--- config.mk ---
export PLATFORM = sky130hd
export DESIGN_NAME = qdsdb_core
export DESIGN_NICKNAME = d
export VERILOG_FILES = /design/src/logic/qdsdb_pkg.sv /design/src/logic/qdsdb_core.sv
export VERILOG_INCLUDE_DIRS = /design/src /design/src/logic
export SDC_FILE = /design/constraint.sdc
export NUM_CORES = 1
export LEC_CHECK = 0
export BUFFER_PORTS_ARGS = -buffer_cell sky130_fd_sc_hd__buf_2
export CORE_ASPECT_RATIO = 0.75
export CORE_MARGIN = 2
export CORE_UTILIZATION = 53
export DETAILED_ROUTE_END_ITERATION = 6
export GPL_ROUTABILITY_DRIVEN = 1
export GPL_TIMING_DRIVEN = 0
export PLACE_DENSITY_LB_ADDON = 0.05
export RECOVER_POWER = 25
export SETUP_SLACK_MARGIN = 0.2
export SYNTH_ARGS = -nofsm -noshare
export SYNTH_HDL_FRONTEND = slang
export SYNTH_SLANG_ARGS = --single-unit
--- constraint.sdc ---
create_clock -name mclk_i -period 1.5 [get_ports mclk_i]
set_input_delay 0.3 -clock mclk_i [delete_from_list [all_inputs] [get_ports mclk_i]]
set_output_delay 0.3 -clock mclk_i [all_outputs]
set_load 0.02 [all_outputs]
--- src/logic/qdsdb_cfg.svh ---
// Constants for the quad converter serial front end
`ifndef QDSDB_CFG_SVH
`define QDSDB_CFG_SVH
`define QDSDB_WORD_BITS 24
`define QDSDB_CODE_BITS 16
`define QDSDB_CHANNELS 4
`define QDSDB_SEL_HI_BIT 23
`define QDSDB_SEL_LO_BIT 22
`define QDSDB_BCAST_BIT 21
`define QDSDB_CODE_MSB 15
`define QDSDB_MID_CODE 16'h8000
`define QDSDB_ZERO_CODE 16'h0000
`define QDSDB_WORD_RST 24'h000000
`endif

--- src/logic/qdsdb_pkg.sv ---
// Types for the quad converter serial front end
package qdsdb_pkg;
	typedef logic [15:0] qdsdb_code_t;
	typedef struct packed {
		logic chip_sel_n;
		logic shift_clk;
		logic serial_in;
	} qdsdb_link_s;
	typedef struct packed {
		logic load_n;
		logic update;
		logic clear;
	} qdsdb_strobe_s;
endpackage

--- src/logic/qdsdb_core.sv ---
// Serial front end of a quad 16-bit converter, double buffered
`timescale 1ns/10ps
`include "qdsdb_cfg.svh"

// Function
// - 24-bit word: two select bits first, code last sixteen bits, msb first
// - Third bit high writes all four input registers, else only addressed one
// - Clear rising edge acts on every input and channel register
// - Clear loads 8000 hex if level select high, else 0000 hex
// - Shift one bit per rising edge of chip select OR shift clock
// - Chip select and shift clock are interchangeable shift sources
// - Chip select rising with clock low gives one extra shift
// - Chip select tied low lets shift clock alone shift
// - Input registers follow shift register while load strobe low
// - Shifting during load low corrupts registers selected along the way
// - Update strobe rising edge copies all input registers to channels
// - Input writes never alter channel registers
// - Clear leaves the shift register unchanged
// - Serial output is the last shift stage, always driven
// - Codes are straight unsigned binary
module qdsdb_core #(
	parameter int NCH = `QDSDB_CHANNELS
) (
	input  wire logic                    mclk_i,
	input  wire logic                    rstn_i,
	input  wire logic                    clk_en_i,
	input  wire qdsdb_pkg::qdsdb_link_s  link_i,
	input  wire qdsdb_pkg::qdsdb_strobe_s strobe_i,
	input  wire logic                    clear_level_select_i,
	output logic                         serial_out_o,
	output qdsdb_pkg::qdsdb_code_t       chan_code_o [NCH]
);

	// ----------------------------------------
	// Pin synchronisers
	// ----------------------------------------
	// Pins cross domains: three stages, a change counts once stages two and three agree
	localparam int NP = 6;
	logic [NP-1:0] raw;
	logic [NP-1:0] s1_q;
	logic [NP-1:0] s2_q;
	logic [NP-1:0] s3_q;
	logic [NP-1:0] flt_q;
	logic [NP-1:0] flt_d;
	assign raw = {link_i.chip_sel_n, link_i.shift_clk, link_i.serial_in,
		strobe_i.load_n, strobe_i.update, strobe_i.clear};

	always_ff @(posedge mclk_i or negedge rstn_i) begin
		if (!rstn_i) begin
			s1_q <= '0;
			s2_q <= '0;
			s3_q <= '0;
		end else if (clk_en_i) begin
			s1_q <= raw;
			s2_q <= s1_q;
			s3_q <= s2_q;
		end
	end

	always_comb begin
		for (int i = 0; i < NP; i++) begin
			flt_d[i] = (s2_q[i] == s3_q[i]) ? s3_q[i] : flt_q[i];
		end
	end

	// Filtered levels reset high on chip select and load; stages reset low, so both dip and rise again after reset
	always_ff @(posedge mclk_i or negedge rstn_i) begin
		if (!rstn_i) begin
			flt_q <= 6'h24;
		end else if (clk_en_i) begin
			flt_q <= flt_d;
		end
	end

	logic cs_n_f;
	logic sck_f;
	logic sdi_f;
	logic load_n_f;
	logic upd_f;
	logic clr_f;
	assign {cs_n_f, sck_f, sdi_f, load_n_f, upd_f, clr_f} = flt_q;

	// ----------------------------------------
	// Edge detection
	// ----------------------------------------
	logic gate_now;
	logic gate_prev;
	logic shift_ev;
	logic upd_ev;
	logic clr_ev;
	assign gate_now  = flt_d[5] | flt_d[4];
	assign gate_prev = cs_n_f | sck_f;
	assign shift_ev  = clk_en_i & gate_now & ~gate_prev;
	assign upd_ev    = clk_en_i & flt_d[1] & ~upd_f;
	assign clr_ev    = clk_en_i & flt_d[0] & ~clr_f;

	// ----------------------------------------
	// Shift register
	// ----------------------------------------
	logic [`QDSDB_WORD_BITS-1:0] shift_q;
	logic [`QDSDB_WORD_BITS-1:0] shift_d;
	// Data bit is sampled with the edge, as its filtered level at that cycle
	assign shift_d = {shift_q[`QDSDB_WORD_BITS-2:0], flt_d[3]};

	// Clear does not touch this register
	always_ff @(posedge mclk_i or negedge rstn_i) begin
		if (!rstn_i) begin
			shift_q <= `QDSDB_WORD_RST;
		end else if (shift_ev) begin
			shift_q <= shift_d;
		end
	end

	always_ff @(posedge mclk_i or negedge rstn_i) begin
		if (!rstn_i) begin
			serial_out_o <= 1'b0;
		end else if (clk_en_i) begin
			serial_out_o <= shift_d[`QDSDB_WORD_BITS-1] & shift_ev
				| shift_q[`QDSDB_WORD_BITS-1] & ~shift_ev;
		end
	end

	// ----------------------------------------
	// Input and channel registers
	// ----------------------------------------
	logic [1:0]             sel;
	logic                   bcast;
	qdsdb_pkg::qdsdb_code_t code;
	qdsdb_pkg::qdsdb_code_t clr_code;
	qdsdb_pkg::qdsdb_code_t in_q [NCH];
	// Latch tracks the current shift content each cycle, so it follows mid-word
	assign sel   = {shift_q[`QDSDB_SEL_HI_BIT], shift_q[`QDSDB_SEL_LO_BIT]};
	assign bcast = shift_q[`QDSDB_BCAST_BIT];
	assign code  = shift_q[`QDSDB_CODE_MSB:0];
	assign clr_code = clear_level_select_i ? `QDSDB_MID_CODE : `QDSDB_ZERO_CODE;

	// Clear level select is sampled on the clock; host holds it steady around clear
	always_ff @(posedge mclk_i or negedge rstn_i) begin
		if (!rstn_i) begin
			for (int i = 0; i < NCH; i++) begin
				in_q[i] <= `QDSDB_ZERO_CODE;
			end
		end else if (clr_ev) begin
			for (int i = 0; i < NCH; i++) begin
				in_q[i] <= clr_code;
			end
		end else if (clk_en_i && !load_n_f) begin
			for (int i = 0; i < NCH; i++) begin
				if (bcast || sel == i[1:0]) begin
					in_q[i] <= code;
				end
			end
		end
	end

	always_ff @(posedge mclk_i or negedge rstn_i) begin
		if (!rstn_i) begin
			for (int i = 0; i < NCH; i++) begin
				chan_code_o[i] <= `QDSDB_ZERO_CODE;
			end
		end else if (clr_ev) begin
			for (int i = 0; i < NCH; i++) begin
				chan_code_o[i] <= clr_code;
			end
		end else if (upd_ev) begin
			for (int i = 0; i < NCH; i++) begin
				chan_code_o[i] <= in_q[i];
			end
		end
	end

	// ----------------------------------------
	// Assertions
	// ----------------------------------------
	shift_step_a: assert property (@(posedge mclk_i) disable iff (!rstn_i)
		shift_ev |=> shift_q == {$past(shift_q[`QDSDB_WORD_BITS-2:0]), $past(flt_d[3])})
		else $error("shift did not advance one bit");
	shift_hold_a: assert property (@(posedge mclk_i) disable iff (!rstn_i)
		(cs_n_f && flt_d[5] && clk_en_i) |=> $stable(shift_q))
		else $error("shift changed with chip select high");
	extra_edge_a: assert property (@(posedge mclk_i) disable iff (!rstn_i)
		(clk_en_i && !gate_prev && flt_d[5] && !flt_d[4]) |-> shift_ev)
		else $error("chip select rise missed a shift");
	clr_keep_a: assert property (@(posedge mclk_i) disable iff (!rstn_i)
		(clr_ev && !shift_ev) |=> $stable(shift_q))
		else $error("clear altered shift register");
	clr_chan_a: assert property (@(posedge mclk_i) disable iff (!rstn_i)
		clr_ev |=> chan_code_o[0] == (clear_level_select_i ? 16'h8000 : 16'h0000)
			&& in_q[3] == chan_code_o[0])
		else $error("clear code wrong");
	update_copy_a: assert property (@(posedge mclk_i) disable iff (!rstn_i)
		(upd_ev && !clr_ev) |=> chan_code_o[1] == $past(in_q[1]))
		else $error("update did not copy input register");
	chan_hold_a: assert property (@(posedge mclk_i) disable iff (!rstn_i)
		(!upd_ev && !clr_ev) |=> $stable(chan_code_o[2]))
		else $error("channel changed without update");
	latch_follow_a: assert property (@(posedge mclk_i) disable iff (!rstn_i)
		(clk_en_i && !load_n_f && !clr_ev && bcast) |=> in_q[0] == $past(code)
			&& in_q[3] == $past(code))
		else $error("broadcast write missed");
	latch_hold_a: assert property (@(posedge mclk_i) disable iff (!rstn_i)
		(load_n_f && !clr_ev) |=> $stable(in_q[1]))
		else $error("input register changed with load high");
	sout_last_a: assert property (@(posedge mclk_i) disable iff (!rstn_i)
		clk_en_i |=> serial_out_o == shift_q[`QDSDB_WORD_BITS-1])
		else $error("serial output not last stage");

	shift_c: cover property (@(posedge mclk_i) disable iff (!rstn_i) shift_ev);
	update_c: cover property (@(posedge mclk_i) disable iff (!rstn_i) upd_ev);
	clear_mid_c: cover property (@(posedge mclk_i) disable iff (!rstn_i)
		clr_ev && clear_level_select_i);
	bcast_c: cover property (@(posedge mclk_i) disable iff (!rstn_i)
		!load_n_f && bcast);

endmodule

# Word level (Yosys, flattened, before mapping)
# Cells that the tools add are included.
[word_totals]
regBits = 177
inputBits = 10
out_inout_bits = 65
word_cells = 71
[classes]
n_eq_ne = 9
n_mux = 14
bitwise_logic = 15
n_reduce_logical = 18
[op_table]
columns = ["op", "count"]
rows = [
  ["$mux 64", 4],
  ["$mux 16", 5],
  ["$reduce_bool 2->1", 6],
  ["$reduce_and 2->1", 5],
  ["$and 1x1->1", 8],
  ["$eq 1x1->1", 6],
  ["$mux 1", 5],
  ["$eq 2x2->1 const B", 2],
  ["$logic_or 1x1->1", 4],
  ["$not 1->1", 4],
  ["$or 1x1->1", 3],
  ["$eq 2x1->1 const B", 1],
  ["$logic_not 2->1", 1],
  ["$logic_and 1x1->1", 1],
  ["$logic_not 1->1", 1],
]

# Longest topological paths before layout
# Gate-level depths: netlist of run 1.
[depth]
word_depth = 8
mapped_depth = 8
depth_no_buf = 4

# Least setup slack after synthesis of run 1
# No wires, ideal clock.
[synth_timing]
path_kind = "input -> register"
startpoint = "input port clk_en_i"
endpoint = "register shift_q[10]"
setup_time_ps = 125
t_arrival_ps = 1560
t_required_ps = 1375
path_slack_ps = -185
path_stages = 6
path_buffers = 3
cell_sequence = "buf_4 inv_2 or4_4 buf_6 buf_6 mux2_4"
[synth_between]
elab_chain_cells = 2
[synth_lines]
columns = ["item", "line", "rtl"]
rows = [
  ["start, declared", "qdsdb_core.sv:26", "input wire logic clk_en_i,"],
  ["$and 1x1->1 (2 in a row)", "qdsdb_core.sv:93", "assign shift_ev = clk_en_i & gate_now & ~gate_prev;"],
  ["end signal, assigned", "qdsdb_core.sv:108", "shift_q <= `QDSDB_WORD_RST;"],
  ["end signal, assigned", "qdsdb_core.sv:110", "shift_q <= shift_d;"],
  ["end, declared", "qdsdb_core.sv:100", "logic [`QDSDB_WORD_BITS-1:0] shift_q;"],
]
# No other way between the ends.
# A chain may end at the register's enable or synchronous reset.

# Worst setup path in the final report of run 1
[layout_timing]
startpoint = "register flt_q[2]"
endpoint = "register in_q[51] (netlist bit)"
[layout_between]
elab_chain_cells = 4
[layout_lines]
columns = ["item", "line", "rtl"]
rows = [
  ["start, declared", "qdsdb_core.sv:43", "logic [NP-1:0] flt_q;"],
  ["start signal, assigned", "qdsdb_core.sv:71", "flt_q <= flt_d;"],
  ["$logic_not 1->1", "qdsdb_core.sv:147", "end else if (clk_en_i && !load_n_f) begin"],
  ["$logic_and 1x1->1", "qdsdb_core.sv:147", ""],
  ["$reduce_bool 2->1 (no source line)", "-", ""],
  ["$reduce_and 2->1 (no source line)", "-", ""],
  ["end signal, assigned by index", "qdsdb_core.sv:141", "in_q[i] <= `QDSDB_ZERO_CODE;"],
  ["end signal, assigned by index", "qdsdb_core.sv:145", "in_q[i] <= clr_code;"],
  ["end signal, assigned by index", "qdsdb_core.sv:150", "in_q[i] <= code;"],
  ["end, declared", "qdsdb_core.sv:130", "qdsdb_pkg::qdsdb_code_t in_q [NCH];"],
]
# No other way between the ends.

==> reports/metrics.yaml, run 1 <==
run_status:
  status: "finished with violations"
  violations: "negative setup slack"
pwr:
  vdd_drop_max_uv: 1146
  power.leakage_nw: 5.669
  power-per-cell-area_nw_per_um2: 1158
synthesis:
  netlist_area_um2: 7084
  ys_seq_area_share_pct: 62.56
  ys_ff_latch: 177
  avgSynthCellArea_um2: 10.87
  synthDistinctLibCells: 28
  synthCells: 652
  synth_nets: 662
  yosysWarningCount: 0
run:
  cap_violations: 0
layout:
  nets: 853
  design_area_um2: 11330
  nFillCells: 556
  syn_to_final_growth_pct: 59.91
  antenna-diode-count: 0
  final_layout_size_suffix_gt1_share_pct: 54.91
floorplanning:
  start_util_pct: 54.42
  pin_count: 75
  dieArea_um2: 14320
  dieWidth_um: 137.5
  num_rows: 36
  die_y_um: 104.1
  design.core.area_um2: 13020
grt:
  grtUsageTotal_pct: 30.81
  grt_pass1_vias: 5992
  grt.overflow.total: 0
  grt_pass1_wl_mm: 32.66
  antenna_found_initial: 0
  grt_max_degree: 110
sta:
  fmax_ghz: 0.5733
  fin_skew_ps: 9.712
  period_needed_ps: 1744
  tightest_slew_ps: 978.0
  drv_slew: 0
  fin_ws_ps: -244.4
  final.period_utilization_pct: 116.3
  hold_violations: 0
  slew_headroom_pct: 34.80
  grt_setup_unrepaired: "true"
  tns_ps: -5938
  setup_viol: 93
placement:
  hpwl_mm: 10.69
  port_buffers: 73
  placed_area_um2: 7859
  place_congestion: 0.7798
drt:
  drt_iter0_drc: 415
  routed_wl_mm: 22.84
  drc: 0
  viasPerCell: 5.708
  wire_per_inst_um: 22.24
  first_pass_iters: 4
  ant_nets: 0
  vias: 5862
clock_network:
  cts_tree: "yes"
  cts.sinks: 177
  root_buffer: "clkbuf_16"
  clkLatencyLatePin_ps: 440
  ctsLongestPathBuffers: 2
  clk_pin_slew_ps: 70
  cts_inserted_buffers: 17
  htree_levels: 4
worst_setup_path:
  crit_path_end_kind: "register"
  crit_type: "register to register"
  required_ps: 1800
  crit_arrival_ps: 2040
  worst-path-max-fanout: 5
  cp-start-kind: "register"
min_path:
  hold_path.class: "input pin to async pin"
==> what timing repair did <==
action                                  4_1_cts  5_1_grt
endpoints found under the setup margin      159      217
endpoints found under the hold margin        66       66
setup buffers                                37       48
cloned                                       14        0
gates resized for setup                     382      114
pin swaps                                   142       26
==> flip-flops by register name, indices dropped and copies added, names as in the netlist <==
name / flops
flt_q: 6
chan_code_o: 64
s2_q: 6
s1_q: 6
in_q: 64
s3_q: 6
shift_q: 24
serial_out_o: 1
==> final timing paths <==
path	from	end	slack, ps	depth (start not counted)
setup / recovery	flt_q[2]	in_q[51]	-240	7
hold / removal	rstn_i	s3_q[1]	20	1
setup reg to reg	flt_q[2]	in_q[51]	-240	7
hold reg to reg	s1_q[2]	s1_q[2]	500	1
max in group asynchronous	rstn_i	chan_code_o[40]	380	2
min in group mclk_i	link_i[1]	s1_q[4]	90	2
==> through the flow <==
step | std cells | worst slack [ps] | util, % | hold WS [ps] | power [W]
global route | 1027 | -195.5 | 87.02 | 90.88 | 0.01352
detailed placement | 897 | -365.5 | 60.37 | 289.2 | 0.006985
finish | 1027 | -244.4 | 87.02 | 23.01 | 0.01311
floorplan | 652 | -122.9 | - | 4.409 | 0.006437
global placement | 896 | -2451 | 60.08 | 481.7 | 0.006895
CTS | 979 | -133.7 | 80.95 | -166.3 | 0.01248
==> cell type report <==
cell class / count / area, um2 / share of cell area, %
Buffer: 41 / 604.3 / 5.335
Clock buffer: 18 / 439.2 / 3.877
Clock inverter: 14 / 187.7 / 1.657
Inverter: 7 / 28.78 / 0.2540
Multi-Input combinational cell: 426 / 3522 / 31.09
Sequential cell: 177 / 4437 / 39.16
Tap cell: 171 / 214.0 / 1.889
Timing Repair Buffer: 173 / 1896 / 16.73
==> per-layer routing <==
metal  track usage (%)  part of all wire, %  up-vias
met5                 0                    0        -
met4             10.46                  2.2        0
met3             7.018                  5.7       47
met2             48.58                   50      224
met1             42.34                   42     3037
li1                  -                    -     2554
==> worst max-delay path, cell delays in order, from the launching register on <==
cell and delay (ps):
dfstp_2 540, nor2b_1 40, buf_4 160, o21ai_4 110, buf_12 150, buf_16 130
mux2i_1 350, nor2_1 120
==> Yosys cell counts <==
master	n	area [um2]
nor2b_1	3	18.77
dfrtp_1	175	4379
a31oi_1	4	25.02
a21o_1	1	7.510
buf_6	3	33.78
mux2_4	18	270.3
or3_1	2	12.51
buf_1	9	33.78
nor3_1	2	10.01
inv_2	1	3.750
o21ai_2	3	26.28
and2_1	1	6.260
nor2_1	49	183.9
a21oi_1	88	440.4
mux2_2	12	135.1
buf_2	5	25.02
inv_1	6	22.52
mux2i_1	49	490.5
o31ai_1	1	7.510
a22oi_1	1	7.510
buf_4	1	7.510
clkbuf_1	24	90.09
or4_4	1	11.26
nor3_2	1	10.01
o21ai_0	18	90.09
mux2_1	5	56.30
nand2_1	167	626.9
dfstp_2	2	52.55
==> report_power, final <==
part | internal, W | switching [W] | leakage, nW
Sequential | 0.00520 | 0.000537 | 2.39
Clock | 0.00283 | 0.00194 | 0.298
Combinational | 0.00134 | 0.00127 | 2.98
Total | 0.00937 | 0.00375 | 5.67
==> layout by cell type, fill, tap and decap left out, drive strengths merged <==
cell      Yosys  routed
buf          18     188
dfrtp       175     175
nand2       167     167
a21oi        88      88
nor2         49      49
mux2i        49      49
clkbuf       24      44
mux2         35      35
o21ai        21      21
inv           7       8
clkinv        0       5
a31oi         4       4
clkinvlp      0       4
bufinv        0       4
nor3          3       3
nor2b         3       3
or3           2       2
dfstp         2       2
a22oi         1       1
or4           1       1
a21o          1       1
and2          1       1
o31ai         1       1
==> cells by family after synthesis <==
group                  after synthesis  synth area share (%)
AO/OA/AOI/OAI                      116                 8.531
buffers and inverters               49                 3.055
flip-flops                         177                 62.56
multiplexers                        84                 13.44
AND/OR/NAND/NOR                    226                 12.42
No activity file was read; power rests on OpenSTA's default activity.
==> run 2: changes to the inputs <==
==> constraint.sdc (replaced) <==
create_clock -name mclk_i -period 1.5 [get_ports mclk_i]
set_input_delay 0.075 -clock mclk_i [delete_from_list [all_inputs] [get_ports mclk_i]]
set_output_delay 0.075 -clock mclk_i [all_outputs]
set_load 0.02 [all_outputs]
==> reports/metrics.yaml, run 2 (synthesized netlist as in run 1, its figures left out) <==
min_path:
  hold_path.class: "input pin to register"
  hold_start: "clk_en_i"
clock_network:
  ctsLongestPathBuffers: 2  # unchanged
  cts.sinks: 177  # unchanged
  htree_levels: 4  # unchanged
  cts_inserted_buffers: 17  # unchanged
  root_buffer: "clkbuf_16"
  clk_pin_slew_ps: 60  # about the same
  cts_tree: "yes"
  clkLatencyLatePin_ps: 430  # about the same
run_status:
  violations: "negative setup slack"
  status: "finished with violations"
placement:
  dpl.cell_count: 897  # unchanged
  hpwl_mm: 10.58  # -0.99%
  port_buffers: 73  # unchanged
  place_congestion: 0.7974  # +2.3%
  placed_area_um2: 7866  # about the same
floorplanning:
  dieWidth_um: 137.5  # unchanged
  die_y_um: 104.1  # unchanged
  num_rows: 36  # unchanged
  pin_count: 75  # unchanged
  design.core.area_um2: 13020  # unchanged
  dieArea_um2: 14320  # unchanged
  start_util_pct: 54.42  # unchanged
drt:
  ant_nets: 0  # unchanged
  wire_per_inst_um: 20.92  # -5.9%
  viasPerCell: 5.603  # -1.8%
  first_pass_iters: 4  # unchanged
  drc: 0  # unchanged
  vias: 5541  # -5.5%
  drt_iter0_drc: 284  # -32%
  routed_wl_mm: 20.69  # -9.4%
worst_setup_path:
  slowest_delay_ps: 430  # -110 ps
  required_ps: 1810  # about the same
  worst-path-max-fanout: 10  # +5
  crit_path_end_kind: "register"
  crit_type: "register to register"
  startpoint: "s2_q[5]"
  cp-start-kind: "register"
  worstPathCellList: "a22oi_2 -> or4_4 -> buf_8 -> buf_12 -> mux2_4"
  slowest_stage: "or4_4"
  crit_arrival_ps: 1950  # -90 ps
  r2r-start: "s2_q[5]"
  reg2reg_slack_ps: -150  # +100 ps
layout:
  final_common_cell: "dfrtp_1"
  syn_to_final_growth_pct: 51.02
  final_cell_mix: "dfrtp_1, nand2_4, a21oi_2, buf_2, nand2_1"
  layout.cells.non_filler: 989  # -3.7%
  multi_input_area_um2: 3672  # +4.3%
  nets: 819  # -4.0%
  top_regs: "chan_code_o x64, in_q x64, shift_q x24"
  regArea_um2: 4434  # about the same
  final_layout_size_suffix_gt1_share_pct: 54.16  # -0.75 points
  nFillCells: 685  # +23%
  design_area_um2: 10700  # -5.6%
  antenna-diode-count: 0  # unchanged
grt:
  grt_max_degree: 93  # -15%
  antenna_found_initial: 0  # unchanged
  grt_pass1_vias: 5724  # -4.5%
  grt.overflow.total: 0  # unchanged
  grtUsageTotal_pct: 28.50  # -2.3 points
  grt_pass1_wl_mm: 30.71  # -6.0%
sta:
  tns_ps: -3446  # +2492 ps
  tightest_slew_ps: 671.0  # -307.0 ps
  fin_ws_ps: -146.3  # +98.11 ps
  final.period_utilization_pct: 109.8  # -6.5 points
  fin_skew_ps: 13.23  # +3.516 ps
  period_needed_ps: 1646  # -98.11 ps
  slew_headroom_pct: 55.27  # +20 points
  fmax_ghz: 0.6074  # +6.0%
  hold_violations: 0  # unchanged
  setup_viol: 36  # -61%
  grt_setup_unrepaired: "true"
  drv_slew: 0  # unchanged
pwr:
  power.leakage_nw: 5.689  # +0.36%
  power_w: 0.01195  # -8.9%
  power-per-cell-area_nw_per_um2: 1117  # -3.5%
  vdd_drop_max_uv: 856.2  # -25%
run:
  cap_violations: 0  # unchanged
[run 2: cell types whose count changed in the layout (fill, tap and decap cells not counted), sizes merged]
cell / before / now
buf: 188 / 147
bufinv: 4 / 0
clkbuf: 44 / 51
clkinv: 5 / 1
clkinvlp: 4 / 0
dlygate4sd3: 0 / 8
dlymetal6s4s: 0 / 1
inv: 8 / 7
[run 2: per-stage QoR]
| stage | hold slack, ps | utilization, % | setup WS (ps) |
|---|---|---|---|
| after global placement | 307.4 | 60.14 | -2227 |
| final | 113.3 | 82.19 | -146.3 |
| after global routing | 161.8 | 82.19 | -182.7 |
| after CTS | 57.46 | 77.32 | -125.4 |
| after detailed placement | 127.1 | 60.43 | -447.8 |
| after floorplan | -220.6 | - | -74.01 |
[run 2: critical path: cells and delay by family, from the launching register on]
kind                   cells  cell delay [ps]
and+or+nand+nor            1              430
DFF                        1              390
buffers and inverters      2              300
muxes                      1              300
AOI/OAI and AO/OA          1              100
[run 2: worst paths after layout]
| check | to | cells past startpoint |
|---|---|---|
| setup / recovery | shift_q[22] | 5 |
| hold / removal | flt_q[2] | 4 |
| setup reg to reg | shift_q[22] | 5 |
| hold reg to reg | s2_q[0] | 1 |
| max in group asynchronous | shift_q[22] | 3 |
| min in group asynchronous | shift_q[18] | 2 |
[run 2: per-layer routing]
layer | vias to the layer above | part of all wire [%] | global-route usage [%]
li1 | 2478 | - | -
met1 | 2874 | 44 | 40.42
met2 | 151 | 50 | 44.81
met3 | 38 | 4.2 | 5.556
met4 | 0 | 2.0 | 8.468
met5 | - | 0 | 0
[run 2: what timing repair did]
item	in CTS	in global routing
cloned	14	4
endpoints found under the hold margin	98	0
setup endpoints to repair	152	155
buffers inserted	28	9
resized for setup	298	119
pin swaps	125	79
hold buffers	9	0
[run 2: where the power goes]
part           total, W  internal [W]  switching [W]
clock network   0.00388       0.00217        0.00171
logic           0.00232       0.00114        0.00118
registers       0.00575       0.00520       0.000548
total            0.0119       0.00851        0.00344
[run 2: cell type report]
| cell class | count | share of cell area, % |
|---|---|---|
| Timing Repair Buffer | 138 | 12.15 |
| Multi-Input combinational cell | 426 | 34.32 |
| Sequential cell | 177 | 41.45 |
| Buffer | 42 | 5.274 |
| Clock inverter | 1 | 0.04678 |
| Tap cell | 171 | 2.000 |
| Inverter | 7 | 0.2456 |
| Clock buffer | 27 | 4.514 |
==> run 3: changes to the inputs <==
--- a/config.mk
+++ b/config.mk
@@ -6,13 +6,14 @@
 export SDC_FILE = /design/constraint.sdc
 export NUM_CORES = 1
 export LEC_CHECK = 0
-export BUFFER_PORTS_ARGS = -buffer_cell sky130_fd_sc_hd__buf_2
+export CAP_MARGIN = 20
 export CORE_ASPECT_RATIO = 0.75
 export CORE_MARGIN = 2
-export CORE_UTILIZATION = 53
+export CORE_UTILIZATION = 57
 export DETAILED_ROUTE_END_ITERATION = 6
+export DONT_BUFFER_PORTS = 1
 export GPL_ROUTABILITY_DRIVEN = 1
-export GPL_TIMING_DRIVEN = 0
+export GPL_TIMING_DRIVEN = 1
 export PLACE_DENSITY_LB_ADDON = 0.05
 export RECOVER_POWER = 25
 export SETUP_SLACK_MARGIN = 0.2
==> reports/metrics.yaml, run 3 (synthesized netlist as in run 1, its figures left out) <==
run_status:
  status: "finished with violations"
  violations: "negative hold slack, negative setup slack"
clock_network:
  root_buffer: "clkbuf_16"
  cts.sinks: 177  # unchanged
  clkLatencyLatePin_ps: 440  # about the same
  clk_pin_slew_ps: 70  # about the same
  ctsLongestPathBuffers: 2  # unchanged
  cts_tree: "yes"
  cts_inserted_buffers: 17  # unchanged
  htree_levels: 4  # unchanged
  holdBufCountCts: 13  # +4
worst_setup_path:
  cp-start-kind: "register"
  required_ps: 1810  # about the same
  worst-path-max-fanout: 25  # +15
  crit_arrival_ps: 1910  # -40 ps
  crit_type: "register to register"
  crit_path_end_kind: "register"
sta:
  whs_ps: -661.3  # -774.6 ps
  grt_setup_unrepaired: "true"
  fin_ws_ps: -96.61  # +49.72 ps
  slew_headroom_pct: 53.75  # -1.5 points
  hold_violations: 177  # +177
  fin_skew_ps: 13.34  # +0.1128 ps
  tightest_slew_ps: 691.5  # +20.49 ps
  period_needed_ps: 1597  # -49.72 ps
  final.period_utilization_pct: 106.4  # -3.3 points
  drv_slew: 0  # unchanged
  fmax_ghz: 0.6263  # +3.1%
  setup_viol: 33  # -8.3%
  tns_ps: -2047  # +1399 ps
drt:
  ant_nets: 0  # unchanged
  drc: 0  # unchanged
  drt_iter0_drc: 520  # +83%
  wire_per_inst_um: 26.91  # +29%
  vias: 5628  # +1.6%
  routed_wl_mm: 24.30  # +17%
  viasPerCell: 6.233  # +11%
  first_pass_iters: 5  # +1
floorplanning:
  dieArea_um2: 13350  # -6.8%
  pin_count: 75  # unchanged
  dieWidth_um: 132.7  # -3.5%
  die_y_um: 100.6  # -3.4%
  num_rows: 35  # -2.8%
  design.core.area_um2: 12220  # -6.1%
  start_util_pct: 57.98  # +3.6 points
grt:
  grt_pass1_vias: 5819  # +1.7%
  antenna_found_initial: 0  # unchanged
  grt.overflow.total: 0  # unchanged
  grt_max_degree: 178  # +91%
  grt_pass1_wl_mm: 34.22  # +11%
  grtUsageTotal_pct: 34.97  # +6.5 points
layout:
  final_cell_mix: "dfrtp_1, nand2_4, a21oi_2, nor2_1, nand2_1"
  syn_to_final_growth_pct: 49.05
  final_layout_size_suffix_gt1_share_pct: 53.46  # -0.70 points
  top_regs: "chan_code_o x64, in_q x64, shift_q x24"
  antenna-diode-count: 0  # unchanged
  nets: 734  # -10%
  final_util_pct: 86.42  # +4.2 points
  nFillCells: 495  # -28%
  final_common_cell: "dfrtp_1"
run:
  cap_violations: 0  # unchanged
placement:
  place_congestion: 0.7407  # -7.1%
  hpwl_mm: 8.840  # -16%
  port_buffers: 0  # -100%
pwr:
  vdd_drop_max_uv: 1046  # +22%
  power-per-cell-area_nw_per_um2: 1162  # +4.1%
  power.leakage_nw: 5.262  # -7.5%
min_path:
  hold_path.class: "input pin to async pin"
-- run 3: cell count changes in the layout (fill, tap and decap cells not counted), sizes merged --
cell / change
and2: +1
clkinv: +7
buf: -67
clkbuf: -28
inv: +1
dlygate4sd3: +3
clkinvlp: +2
-- run 3: final timing paths --
check,start,end,slack [ps],cells past startpoint
min in group mclk_i,clk_en_i,s3_q[1],20,4
min,rstn_i,s1_q[1],-660,0
max,s3_q[5],shift_q[15],-100,4
max in group asynchronous,rstn_i,shift_q[22],1700,0
min reg2reg,s1_q[5],s1_q[5],510,1
max reg2reg,s3_q[5],shift_q[15],-100,4
-- run 3: metrics by stage --
step / instances / setup slack [ps] / area (um2) / total power (W) / hold WS [ps]
2_1_floorplan: 652 / -74.01 / 7249 / 0.006446 / -220.6
3_3_place_gp: 798 / -68.59 / 7470 / 0.006792 / -216.4
3_5_place_dp: 798 / -132.7 / 7470 / 0.006850 / -216.8
4_1_cts: 894 / -47.74 / 10000 / 0.01166 / -672.2
5_1_grt: 903 / -114.9 / 10560 / 0.01263 / -686.1
6_report: 903 / -96.61 / 10560 / 0.01227 / -661.3
-- run 3: timing repair --
action | 4_1_cts | 5_1_grt
setup buffers | 31 | 7
hold endpoints to repair | 210 | 177
gates resized for setup | 305 | 101
setup endpoints to repair | 152 | 152
cloned | 20 | 2
pin swaps | 149 | 73
-- run 3: cell type report --
cell class / count / area, um2 / area share [%]
Clock inverter: 11 / 82.58 / 0.7821
Tap cell: 166 / 207.7 / 1.967
Multi-Input combinational cell: 427 / 3851 / 36.47
Timing Repair Buffer: 94 / 1495 / 14.16
Sequential cell: 177 / 4436 / 42.01
Clock buffer: 21 / 460.4 / 4.361
Inverter: 7 / 26.28 / 0.2488
-- run 3: critical path, cell delays in order, from the launching register on --
cell and delay, ps:
dfrtp_1 400, a22oi_2 110, or4_4 440, buf_12 200
mux2_4 320
-- run 3: report_power, final --
group          total [W]  internal, W  switching [W]  leakage [nW]
Sequential       0.00592      0.00520       0.000728          2.39
Clock            0.00415      0.00222        0.00193         0.263
Combinational    0.00220      0.00113        0.00107          2.61
-- run 3: metal layers --
layer | vias to the layer above | GRT usage (%) | wire [um]
met5 | - | 0 | 0
met4 | 0 | 14.23 | 1158
met3 | 96 | 10.31 | 2194
met2 | 327 | 55.80 | 11540
met1 | 2875 | 45.67 | 9405
li1 | 2330 | - | -
